File: src/cbt_pkg.sv
// Package: register map, field layout and types for the CAN bit-timing/flags block
package cbt_pkg;
   // Register byte offsets (AXI4-Lite word aligned)
   localparam logic [7:0] CBT_OFS_NBT_HI   = 8'h00;
   localparam logic [7:0] CBT_OFS_NBT_LO   = 8'h04;
   localparam logic [7:0] CBT_OFS_TXIF_HI  = 8'h08;
   localparam logic [7:0] CBT_OFS_TXIF_LO  = 8'h0c;
   localparam logic [7:0] CBT_OFS_TEF_STA  = 8'h10;
   localparam logic [7:0] CBT_OFS_MODE     = 8'h14;
   localparam logic [7:0] CBT_OFS_IRQ_STAT = 8'h18;
   localparam logic [7:0] CBT_OFS_IRQ_MASK = 8'h1c;
   // Field widths and reset values
   localparam int         CBT_SUM_W        = 8;
   localparam logic [7:0] CBT_PRESC_RST    = 8'h00;
   localparam logic [7:0] CBT_SEG1_RST     = 8'h3c;
   localparam logic [6:0] CBT_SEG2_RST     = 7'h0f;
   localparam logic [6:0] CBT_SJW_RST      = 7'h0f;
   localparam logic [2:0] CBT_MODE_CONFIG  = 3'h4;
   localparam logic [2:0] CBT_MODE_RST     = 3'h4;
   // Event status bit positions
   localparam int         CBT_TEF_NE_BIT   = 0;
   localparam int         CBT_TEF_HALF_BIT = 1;
   localparam int         CBT_TEF_FULL_BIT = 2;
   localparam int         CBT_TEF_OV_BIT   = 3;
   // Interrupt status bit positions
   localparam int         CBT_IRQ_OV_BIT   = 0;
   localparam int         CBT_IRQ_TX_BIT   = 1;
   localparam int         CBT_IRQ_W        = 2;
   // AXI response codes
   localparam logic [1:0] CBT_RESP_OKAY    = 2'h0;
   localparam logic [1:0] CBT_RESP_SLVERR  = 2'h2;

   // Bit-time configuration carried to the bit-timing logic
   typedef struct packed {
      logic [7:0] quantum_prescaler;
      logic [7:0] segment_one_length;
      logic [6:0] segment_two_length;
      logic [6:0] jump_width;
   } cbt_cfg_t;

   // Fill state of the transmit event FIFO
   typedef struct packed {
      logic full;
      logic half;
      logic nonempty;
   } cbt_fill_t;

   // Bit-time phases
   typedef enum logic [1:0] {
      CBT_PH_SYNC = 2'b00,
      CBT_PH_SEG1 = 2'b01,
      CBT_PH_SEG2 = 2'b11
   } cbt_phase_t;
endpackage

File: src/cbt_top.sv
// CAN nominal bit timing, transmit summary and event-FIFO flags behind AXI4-Lite
//
// Added by the designer: the address map and the AXI4-Lite interface to the registers.
`timescale 1ns/10ps
module cbt_top
   import cbt_pkg::*;
(
   input  wire logic                        aclk,          // System clock, 100 MHz
   input  wire logic                        aresetn,       // Synchronous reset, active low
   input  wire logic                        clk_en,        // Freezes all state while low
   input  wire logic [7:0]                  awaddr,        // Write address
   input  wire logic                        awvalid,       // Write address valid
   output logic                             awready,       // Write address ready
   input  wire logic [31:0]                 wdata,         // Write data
   input  wire logic [3:0]                  wstrb,         // Write byte strobes
   input  wire logic                        wvalid,        // Write data valid
   output logic                             wready,        // Write data ready
   output logic [1:0]                       bresp,         // Write response
   output logic                             bvalid,        // Write response valid
   input  wire logic                        bready,        // Write response ready
   input  wire logic [7:0]                  araddr,        // Read address
   input  wire logic                        arvalid,       // Read address valid
   output logic                             arready,       // Read address ready
   output logic [31:0]                      rdata,         // Read data
   output logic [1:0]                       rresp,         // Read response
   output logic                             rvalid,        // Read data valid
   input  wire logic                        rready,        // Read data ready
   input  wire logic [cbt_pkg::CBT_SUM_W-1:0] tx_fifo_flags, // Per-FIFO OR of enabled flags
   input  wire cbt_pkg::cbt_fill_t          tef_fill,      // Event FIFO fill state
   input  wire logic                        tef_overflow,  // Event FIFO overflow pulse
   input  wire logic                        rx_pin,        // CAN receive pin, asynchronous
   output cbt_pkg::cbt_cfg_t                bit_cfg,       // Active bit-time configuration
   output logic                             tq_tick,       // One-cycle pulse per time quantum
   output logic                             sample_point,  // Pulse at end of segment one
   output logic                             bit_end,       // Pulse at end of each bit
   output logic                             irq            // Level interrupt
);
   import cbt_pkg::*;

   // ==========================================================
   // Register state
   cbt_cfg_t                cfg_r;
   logic [2:0]              mode_r;
   logic                    ovf_r;
   logic [CBT_IRQ_W-1:0]    irq_stat_r;
   logic [CBT_IRQ_W-1:0]    irq_mask_r;
   logic [CBT_SUM_W-1:0]    sum_r;
   cbt_fill_t               fill_r;
   logic [7:0]              aw_addr_r;
   logic [31:0]             w_data_r;
   logic [3:0]              w_strb_r;
   logic                    aw_have_r;
   logic                    w_have_r;
   logic                    wr_fire;
   logic                    tx_rise;
   logic [CBT_SUM_W-1:0]    sum_prev_r;
   logic [31:0]             rd_word;
   logic                    rd_hit;

   // ==========================================================
   // AXI4-Lite write channel: address and data in either order
   assign awready = !aw_have_r && !bvalid;
   assign wready  = !w_have_r && !bvalid;
   assign wr_fire = aw_have_r && w_have_r && !bvalid;

   always_ff @(posedge aclk) begin
      if (!aresetn) begin
         aw_have_r <= 1'b0;
         w_have_r  <= 1'b0;
         aw_addr_r <= '0;
         w_data_r  <= '0;
         w_strb_r  <= '0;
         bvalid    <= 1'b0;
         bresp     <= CBT_RESP_OKAY;
      end else if (clk_en) begin
         if (awvalid && awready) begin
            aw_have_r <= 1'b1;
            aw_addr_r <= awaddr;
         end
         if (wvalid && wready) begin
            w_have_r <= 1'b1;
            w_data_r <= wdata;
            w_strb_r <= wstrb;
         end
         if (wr_fire) begin
            aw_have_r <= 1'b0;
            w_have_r  <= 1'b0;
            bvalid    <= 1'b1;
            // Unmapped addresses answer with an error, nothing stored
            bresp     <= (aw_addr_r > CBT_OFS_IRQ_MASK || aw_addr_r[1:0] != 2'h0)
                         ? CBT_RESP_SLVERR : CBT_RESP_OKAY;
         end else if (bvalid && bready) begin
            bvalid <= 1'b0;
         end
      end
   end

   // ==========================================================
   // Bit-time and mode registers
   // Locking outside configuration mode keeps a running bit clock consistent
   always_ff @(posedge aclk) begin
      if (!aresetn) begin
         cfg_r  <= '{CBT_PRESC_RST, CBT_SEG1_RST, CBT_SEG2_RST, CBT_SJW_RST};
         mode_r <= CBT_MODE_RST;
      end else if (clk_en && wr_fire) begin
         if (mode_r == CBT_MODE_CONFIG) begin
            if (aw_addr_r == CBT_OFS_NBT_HI) begin
               if (w_strb_r[1]) cfg_r.quantum_prescaler  <= w_data_r[15:8];
               if (w_strb_r[0]) cfg_r.segment_one_length <= w_data_r[7:0];
            end
            if (aw_addr_r == CBT_OFS_NBT_LO) begin
               if (w_strb_r[1]) cfg_r.segment_two_length <= w_data_r[14:8];
               if (w_strb_r[0]) cfg_r.jump_width         <= w_data_r[6:0];
            end
         end
         if (aw_addr_r == CBT_OFS_MODE && w_strb_r[0])
            mode_r <= w_data_r[2:0];
      end
   end
   assign bit_cfg = cfg_r;

   // ==========================================================
   // Summary and fill tracking, one cycle behind the sources
   always_ff @(posedge aclk) begin
      if (!aresetn) begin
         sum_r      <= '0;
         sum_prev_r <= '0;
         fill_r     <= '0;
      end else if (clk_en) begin
         sum_r      <= tx_fifo_flags;
         sum_prev_r <= sum_r;
         fill_r     <= tef_fill;
      end
   end
   assign tx_rise = |(sum_r & ~sum_prev_r);

   // ==========================================================
   // Event FIFO overflow flag: set wins over hardware clear
   always_ff @(posedge aclk) begin
      if (!aresetn) begin
         ovf_r <= 1'b0;
      end else if (clk_en) begin
         if (tef_overflow)
            ovf_r <= 1'b1;
         else if (wr_fire && aw_addr_r == CBT_OFS_TEF_STA && w_strb_r[0] &&
                  w_data_r[CBT_TEF_OV_BIT])
            ovf_r <= 1'b1;
         else if (!fill_r.full)
            ovf_r <= 1'b0; // Hardware clears once room is back
      end
   end

   // ==========================================================
   // Interrupt status (write one to clear) and mask
   always_ff @(posedge aclk) begin
      if (!aresetn) begin
         irq_stat_r <= '0;
         irq_mask_r <= '0;
      end else if (clk_en) begin
         if (wr_fire && aw_addr_r == CBT_OFS_IRQ_STAT && w_strb_r[0])
            irq_stat_r <= irq_stat_r & ~w_data_r[CBT_IRQ_W-1:0];
         if (wr_fire && aw_addr_r == CBT_OFS_IRQ_MASK && w_strb_r[0])
            irq_mask_r <= w_data_r[CBT_IRQ_W-1:0];
         // Sets placed last so they win over a same-cycle clear
         if (tef_overflow) irq_stat_r[CBT_IRQ_OV_BIT] <= 1'b1;
         if (tx_rise)      irq_stat_r[CBT_IRQ_TX_BIT] <= 1'b1;
      end
   end
   assign irq = |(irq_stat_r & irq_mask_r);

   // ==========================================================
   // Read decode
   always_comb begin
      rd_word = '0;
      rd_hit  = 1'b1;
      unique case (araddr)
         CBT_OFS_NBT_HI:   rd_word[15:0] = {cfg_r.quantum_prescaler, cfg_r.segment_one_length};
         CBT_OFS_NBT_LO:   rd_word[15:0] = {1'b0, cfg_r.segment_two_length,
                                             1'b0, cfg_r.jump_width};
         CBT_OFS_TXIF_HI:  rd_word = '0;
         CBT_OFS_TXIF_LO:  rd_word[CBT_SUM_W-1:0] = sum_r;
         CBT_OFS_TEF_STA: begin
            rd_word[CBT_TEF_OV_BIT]   = ovf_r;
            rd_word[CBT_TEF_FULL_BIT] = fill_r.full;
            rd_word[CBT_TEF_HALF_BIT] = fill_r.half;
            rd_word[CBT_TEF_NE_BIT]   = fill_r.nonempty;
         end
         CBT_OFS_MODE:     rd_word[2:0] = mode_r;
         CBT_OFS_IRQ_STAT: rd_word[CBT_IRQ_W-1:0] = irq_stat_r;
         CBT_OFS_IRQ_MASK: rd_word[CBT_IRQ_W-1:0] = irq_mask_r;
         default:          rd_hit = 1'b0;
      endcase
   end

   // ==========================================================
   // AXI4-Lite read channel
   assign arready = !rvalid;
   always_ff @(posedge aclk) begin
      if (!aresetn) begin
         rvalid <= 1'b0;
         rdata  <= '0;
         rresp  <= CBT_RESP_OKAY;
      end else if (clk_en) begin
         if (arvalid && arready) begin
            rvalid <= 1'b1;
            rdata  <= rd_word;
            rresp  <= rd_hit ? CBT_RESP_OKAY : CBT_RESP_SLVERR;
         end else if (rvalid && rready) begin
            rvalid <= 1'b0;
         end
      end
   end

   // ==========================================================
   // Bit timing: quantum prescaler and phase machine
   logic [1:0]  rx_sync_r;
   logic        rx_prev_r;
   logic        rx_fall;
   logic [7:0]  presc_cnt_r;
   logic [8:0]  tq_cnt_r;
   logic [7:0]  seg1_ext_r;
   logic        rx_edge_r;
   logic        rx_seen;
   logic        seg1_done;
   logic        seg2_done;
   cbt_phase_t  phase_r;
   logic        run;

   // Pin passes two flops; only the second is looked at
   always_ff @(posedge aclk) begin
      if (!aresetn) begin
         rx_sync_r <= 2'b11;
         rx_prev_r <= 1'b1;
      end else if (clk_en) begin
         rx_sync_r <= {rx_sync_r[0], rx_pin};
         rx_prev_r <= rx_sync_r[1];
      end
   end
   assign rx_fall = rx_prev_r && !rx_sync_r[1];
   assign run     = mode_r != CBT_MODE_CONFIG;

   // Edge held until the next quantum, so a slow prescaler cannot miss it
   always_ff @(posedge aclk) begin
      if (!aresetn) begin
         rx_edge_r <= 1'b0;
      end else if (clk_en) begin
         if (!run || tq_tick)
            rx_edge_r <= 1'b0;
         else if (rx_fall)
            rx_edge_r <= 1'b1;
      end
   end
   assign rx_seen   = rx_fall || rx_edge_r;
   // Nine bits: segment one plus a full lengthening runs past 255
   assign seg1_done = tq_cnt_r >= {1'b0, cfg_r.segment_one_length} + {1'b0, seg1_ext_r};
   // Early edge cuts segment two by no more than the jump width plus one quantum
   assign seg2_done = tq_cnt_r == {2'b00, cfg_r.segment_two_length} ||
                      (rx_seen && {2'b00, cfg_r.segment_two_length} - tq_cnt_r <=
                       {2'b00, cfg_r.jump_width} + 9'h001);

   // Quantum is prescaler + 1 system clocks
   always_ff @(posedge aclk) begin
      if (!aresetn) begin
         presc_cnt_r <= '0;
      end else if (clk_en) begin
         if (!run || presc_cnt_r == cfg_r.quantum_prescaler)
            presc_cnt_r <= '0;
         else
            presc_cnt_r <= presc_cnt_r + 8'h01;
      end
   end
   assign tq_tick = run && presc_cnt_r == cfg_r.quantum_prescaler;

   // Sync, segment one (+ lengthening), segment two (shortened on early edge)
   always_ff @(posedge aclk) begin
      if (!aresetn) begin
         phase_r    <= CBT_PH_SYNC;
         tq_cnt_r   <= '0;
         seg1_ext_r <= '0;
      end else if (clk_en) begin
         if (!run) begin
            phase_r    <= CBT_PH_SYNC;
            tq_cnt_r   <= '0;
            seg1_ext_r <= '0;
         end else if (tq_tick) begin
            unique case (phase_r)
               CBT_PH_SYNC: begin
                  phase_r  <= CBT_PH_SEG1;
                  tq_cnt_r <= '0;
               end
               CBT_PH_SEG1: begin
                  if (rx_seen && seg1_ext_r == 8'h00)
                     seg1_ext_r <= {1'b0, cfg_r.jump_width} + 8'h01;
                  if (seg1_done) begin
                     phase_r    <= CBT_PH_SEG2;
                     tq_cnt_r   <= '0;
                     seg1_ext_r <= '0;
                  end else begin
                     tq_cnt_r <= tq_cnt_r + 9'h001;
                  end
               end
               CBT_PH_SEG2: begin
                  // Early edge ends the bit sooner, limited resync
                  if (seg2_done) begin
                     phase_r  <= CBT_PH_SYNC;
                     tq_cnt_r <= '0;
                  end else begin
                     tq_cnt_r <= tq_cnt_r + 9'h001;
                  end
               end
               default: phase_r <= CBT_PH_SYNC;
            endcase
         end
      end
   end
   assign sample_point = tq_tick && phase_r == CBT_PH_SEG1 && seg1_done;
   assign bit_end      = tq_tick && phase_r == CBT_PH_SEG2 && seg2_done;
endmodule

File: config.mk
export PLATFORM = sky130hd
export DESIGN_NAME = cbt_top
export DESIGN_NICKNAME = d
export VERILOG_FILES = /design/src/cbt_pkg.sv /design/src/cbt_top.sv
export SDC_FILE = /design/constraint.sdc
export NUM_CORES = 1
export LEC_CHECK = 0
export BUFFER_PORTS_ARGS = -buffer_cell sky130_fd_sc_hd__buf_4
export CAP_MARGIN = 15
export CELL_PAD_IN_SITES_DETAIL_PLACEMENT = 1
export CELL_PAD_IN_SITES_GLOBAL_PLACEMENT = 1
export CORE_ASPECT_RATIO = 0.5
export CORE_MARGIN = 3
export CORE_UTILIZATION = 30
export DETAILED_ROUTE_END_ITERATION = 8
export PLACE_DENSITY = 0.59
export SLEW_MARGIN = 25
export SYNTH_ARGS = -nofsm -noshare
export SYNTH_HDL_FRONTEND = slang
export SYNTH_SLANG_ARGS = --single-unit
File: constraint.sdc
create_clock -name aclk -period 6.7 [get_ports aclk]
set_input_delay 1.34 -clock aclk [delete_from_list [all_inputs] [get_ports aclk]]
set_output_delay 1.34 -clock aclk [all_outputs]
set_load 0.01 [all_outputs]
== After elaboration in Yosys (flattened, before gate mapping) ==
Cells that the tools add are included.
Storage, ports and cells
  logic and storage cells: 183
  output and inout port bits: 75
  input port bits: 73
  register bits: 138
Cells by class
  reduce and logical (&&, ||, !) cells: 73
  eq/ne operators: 25
  bitwise operators: 5
  $lt $le $gt $ge: 3
  muxes and demuxes: 40
  add/sub/neg operators: 6
Operators by type and width (number)
  == test 8 x 5 -> 1 bit (second input constant): 8
  two-way mux 8 bit: 6
  two-way mux 9 bit: 4
  AND reduction 2 bit: 14
  one-hot mux 9 bit (3 select lines): 1
  logical AND 1 bit: 26
  logical NOT 8 bit: 3
  AND reduction 4 bit: 6
  adder 7 x 1 -> 8 bit (second input constant): 2
  == test 8 x 3 -> 1 bit (second input constant): 2
  == test 8 x 4 -> 1 bit (second input constant): 2
  two-way mux 1 bit: 16
  one-hot mux 8 bit (2 select lines): 1
  nonzero test 2 bit: 8
  OR reduction 8 bit: 2
  two-way mux 2 bit: 7
  one-hot mux 2 bit (7 select lines): 1
  one-hot mux 4 bit (3 select lines): 1
  adder 8 x 8 -> 9 bit: 1
  adder 9 x 1 -> 9 bit (second input constant): 1
  == test 9 x 7 -> 1 bit: 1
  >= comparator 9 bit: 1
  less-or-equal comparator 9 x 8 -> 1 bit: 1
  != test 3 bit (second input constant): 3
  23 further kinds: 34

== Depth between registers and ports, before layout ==
  depth after elaboration: 9
  depth in mapped cells: 18
  gate-level depth less buffers: 17

== Worst setup path after synthesis ==
Ideal clock, no wire load.
  path type: reg2out
  from: register cfg_r (netlist bit bit_cfg[14])
  to: output sample_point
  stages on the path, launching flop included: 14
  slack: 2168 ps
  required time: 5360 ps
  arrival: 3192 ps
  cells stage by stage: dfxtp_1 > ha_1 > fa_1 > a21o_1 > a21oi_1 > nor2b_1 > o21a_1 > or3_1 > nand2_1 > ha_1 > a21o_1 > a221o_1 > a221oi_4 > nor2_1
On the way
  longest elaborated chain between the ends: 3
RTL lines
  from (decl): line cbt_top.sv:42  | cbt_cfg_t cfg_r;
  from (signal assigned): line cbt_top.sv:103  | cfg_r <= '{CBT_PRESC_RST, CBT_SEG1_RST, CBT_SEG2_RST, CBT_SJW_RST};
  adder 8 x 8 -> 9 bit: line cbt_top.sv:255  | assign seg1_done = tq_cnt_r >= {1'b0, cfg_r.segment_one_length} + {1'b0, seg1_ext_r};
  >= comparator 9 bit: line cbt_top.sv:255
  logical AND 1 bit: line cbt_top.sv:316  | assign sample_point = tq_tick && phase_r == CBT_PH_SEG1 && seg1_done;
  to (decl): line cbt_top.sv:34  | output logic sample_point,
No other way between the ends.

== Worst setup path in the final report ==
Ends and elaborated chain as after synthesis.

==> impl_metrics.toml <==
[outcome]
status = "complete, no violations"

[place]
port_buffers = 111
dp_hpwl_um = 17400
gp_congestion = 0.828

[floorplan]
floorplan.rows = 39
io_pins = 148
dieArea_sq_um = 26400
fp.dieW_um = 227
design.core.area_sq_um = 23400
start_util_pct = 31.3
die_y_um = 116

[cts]
clock_latency_ns = 0.43
hold_buffers = 0
cts_num_sinks = 136
cts_buffers = 17
clk_path_buf_depth = 2
postCtsSetupRepairBufs = 0
clockRootBuffer = "clkbuf_16"
cts_resized = 0
clkSlewWorstSetupHoldPaths_ns = 0.06
cts_tree = "yes"
clock_tree.htree_level_count = 4

[logic_synthesis]
post-synth-top-area-cell = "dfxtp_1"
async_reset_ff_share_pct = 0
synth_area_leaders = "dfxtp_1 (37%), nand2_1 (6.7%), mux2i_1 (6.6%)"
yosys_warnings = 0
synth_edf_count = 0
synth_area_sq_um = 7310
synth_cell_type_count = 64
synth_ff_type = "dfxtp_1"
yosysSeqAreaShare_pct = 37.2
ys_seq_elements = 136
avgSynthCellArea_sq_um = 8.61
netlist.area_leader.share_pct = 37.2
syn_inst = 849

[power]
power_per_cell_area_nw_per_um2 = 223
irDropWorstVdd_v = 0.000164
sw_frac_of_total_pct = 23.8
p_sw_uw = 476
p_leak_uw = 0.00366
p_int_uw = 1520
p_seq_share_pct = 42.6
pwr-share-comb_pct = 7.3
power.clock.fraction_pct = 50.1

[timing]
worstMarginPinSlew_ns = 0.860
fmax_ghz = 0.184
finalSetupViolCount = 0
slew_violations = 0
period_share_pct = 81.1
post-route-min-period_ns = 5.43
slew_headroom_pct = 42.4
rsz0062_at_grt = "no"
setup_tns_ns = 0
hold_viol_final = 0
hold_ws_ns = 0.451
fin_skew_ns = 0.00818

[min_path]
hp-class = "reg2reg"
hold_path_depth = 2

[global_route]
grt_pass1_wl_um = 36900
grt_max_degree = 85
track_usage_pct = 18.2
antenna_found_initial = 0
grt_pass1_vias = 6553
overflow = 0

[detailed_routing]
wl_met1_um = 11600
drt_wl_total_um = 23200
wl_met3_um = 626
routedWlPerCell_um = 18.4
vias = 6373
firstDrtPassIters = 4
wl_met2_um = 10500
drtIter0Drc = 312
via_per_inst = 5.06
highest_layer = "met4"
ant_nets = 0
drc = 0

[critical_path]
end_kind = "output pin"
criticalPathCategory = "reg2out"
critPathMaxFanout = 6
critical_path_required_ns = 5.36
worst-r2r-cell-count = 16
worstPathArrival_ns = 4.09
critPathLaunchType = "register"

[final_layout]
area_growth_pct = 22.1
mostFrequentLayoutCells = "dfxtp_1 (136), nand2_1 (130), buf_4 (113)"
fillers = 2703
n_antenna_cell = 0
drive_gt1_share_pct = 16.5
nets = 1053
final_common_cell = "dfxtp_1"

[run]
cap_violations = 0
synth_stat cells, types with 3 or more instances:
cell / number
mux2i_1: 48
o31ai_1: 17
a21boi_1: 12
xor2_1: 18
nand2_1: 130
and2_1: 6
a21o_1: 8
or3_1: 3
a31oi_1: 6
and3_1: 16
nand2b_1: 5
nor2_1: 37
nor3_1: 9
a21oi_1: 32
o211ai_1: 3
o22ai_1: 14
nand4_1: 4
buf_4: 18
a22oi_1: 11
dfxtp_1: 136
nor4_1: 6
nand3_1: 33
a21boi_0: 27
nor3b_1: 10
ha_1: 38
nor2b_1: 51
buf_2: 4
xnor2_1: 13
inv_1: 30
a221oi_1: 10
nand3b_1: 6
buf_1: 4
o21ai_0: 10
o21ai_1: 7
clkbuf_1: 31
registers in the layout, indices dropped and copies added (netlist names), 8 cells and up:
signal       cells
seg1_ext_r       8
sum_r            8
tq_cnt_r         9
sum_prev_r       8
bit_cfg         30
aw_addr_r        8
rdata           16
presc_cnt_r      8
w_data_r        16
area by class of cell:
type                    count  area (sq um)  share of cell area, %
multi-input cells         642          4240                   47.5
clock inverters            10           140                   1.57
inverters                  30           113                   1.26
well taps                 307           384                   4.30
repair buffers            113           848                   9.50
clock buffers              21           480                   5.38
flip-flops and latches    136          2720                   30.5
power by group through the flow:
| stage | Combinational [uW] | Sequential (uW) | Clock (uW) |
|---|---|---|---|
| 2_1_floorplan | 96.1 | 862 | 0 |
| 3_3_place_gp | 144 | 868 | 0 |
| 3_5_place_dp | 147 | 869 | 0 |
| 4_1_cts | 147 | 851 | 1030 |
| 5_1_grt | 162 | 853 | 1060 |
| 6_report | 146 | 851 | 1000 |
layer usage:
layer / up-vias / GRT usage [%]
li1: 3129 / -
met1: 3138 / 24.9
met2: 78 / 29.0
met3: 28 / 3.24
met4: 0 / 6.47
met5: - / 0
worst max-delay path: stages, from the launching register on:
cell and delay (ns):
dfxtp_1 0.38, ha_1 0.25, fa_1 0.41, a21o_1 0.18, a21oi_1 0.24, nor2b_1 0.08, o21a_1 0.18, o21ai_0 0.23
nand2_1 0.11, ha_1 0.31, a21o_1 0.17, a221o_1 0.38, a221oi_4 0.49, nor2_1 0.10, buf_4 0.16
metrics by stage:
step           worst slack (ns)  area (sq um)  instances  utilization, %  power [uW]
2_1_floorplan              2.17          7380        866               -         958
3_3_place_gp               1.78          8310       1228            35.6        1010
3_5_place_dp               1.74          8310       1228            35.6        1020
4_1_cts                    1.24          8930       1259            38.2        2030
5_1_grt                    1.02          8930       1259            38.2        2080
6_report                   1.27          8930       1259            38.2        2000
path summary, 6_finish.rpt:
kind                                                from  slack [ns]                         end
worst min register to register    rdata[15]$_SDFFE_PN0P_        0.45      rdata[15]$_SDFFE_PN0P_
worst max-delay path            bit_cfg[14]$_SDFFE_PN0P_        1.27                sample_point
worst min-delay path              rdata[15]$_SDFFE_PN0P_        0.45      rdata[15]$_SDFFE_PN0P_
worst max register to register  bit_cfg[14]$_SDFFE_PN0P_        2.44  seg1_ext_r[3]$_SDFFE_PN0P_
logic make-up after synthesis:
logic type	count (synthesis)	synth area share (%)
xor+xnor	31	3.71
other cells	1	0.0513
flops	136	37.2
simple gates	329	22.5
buf+inv	88	5.61
fa+ha+maj	40	7.05
mux	48	6.57
compound gates	176	17.2
Power figures use the tool's default switching activity.
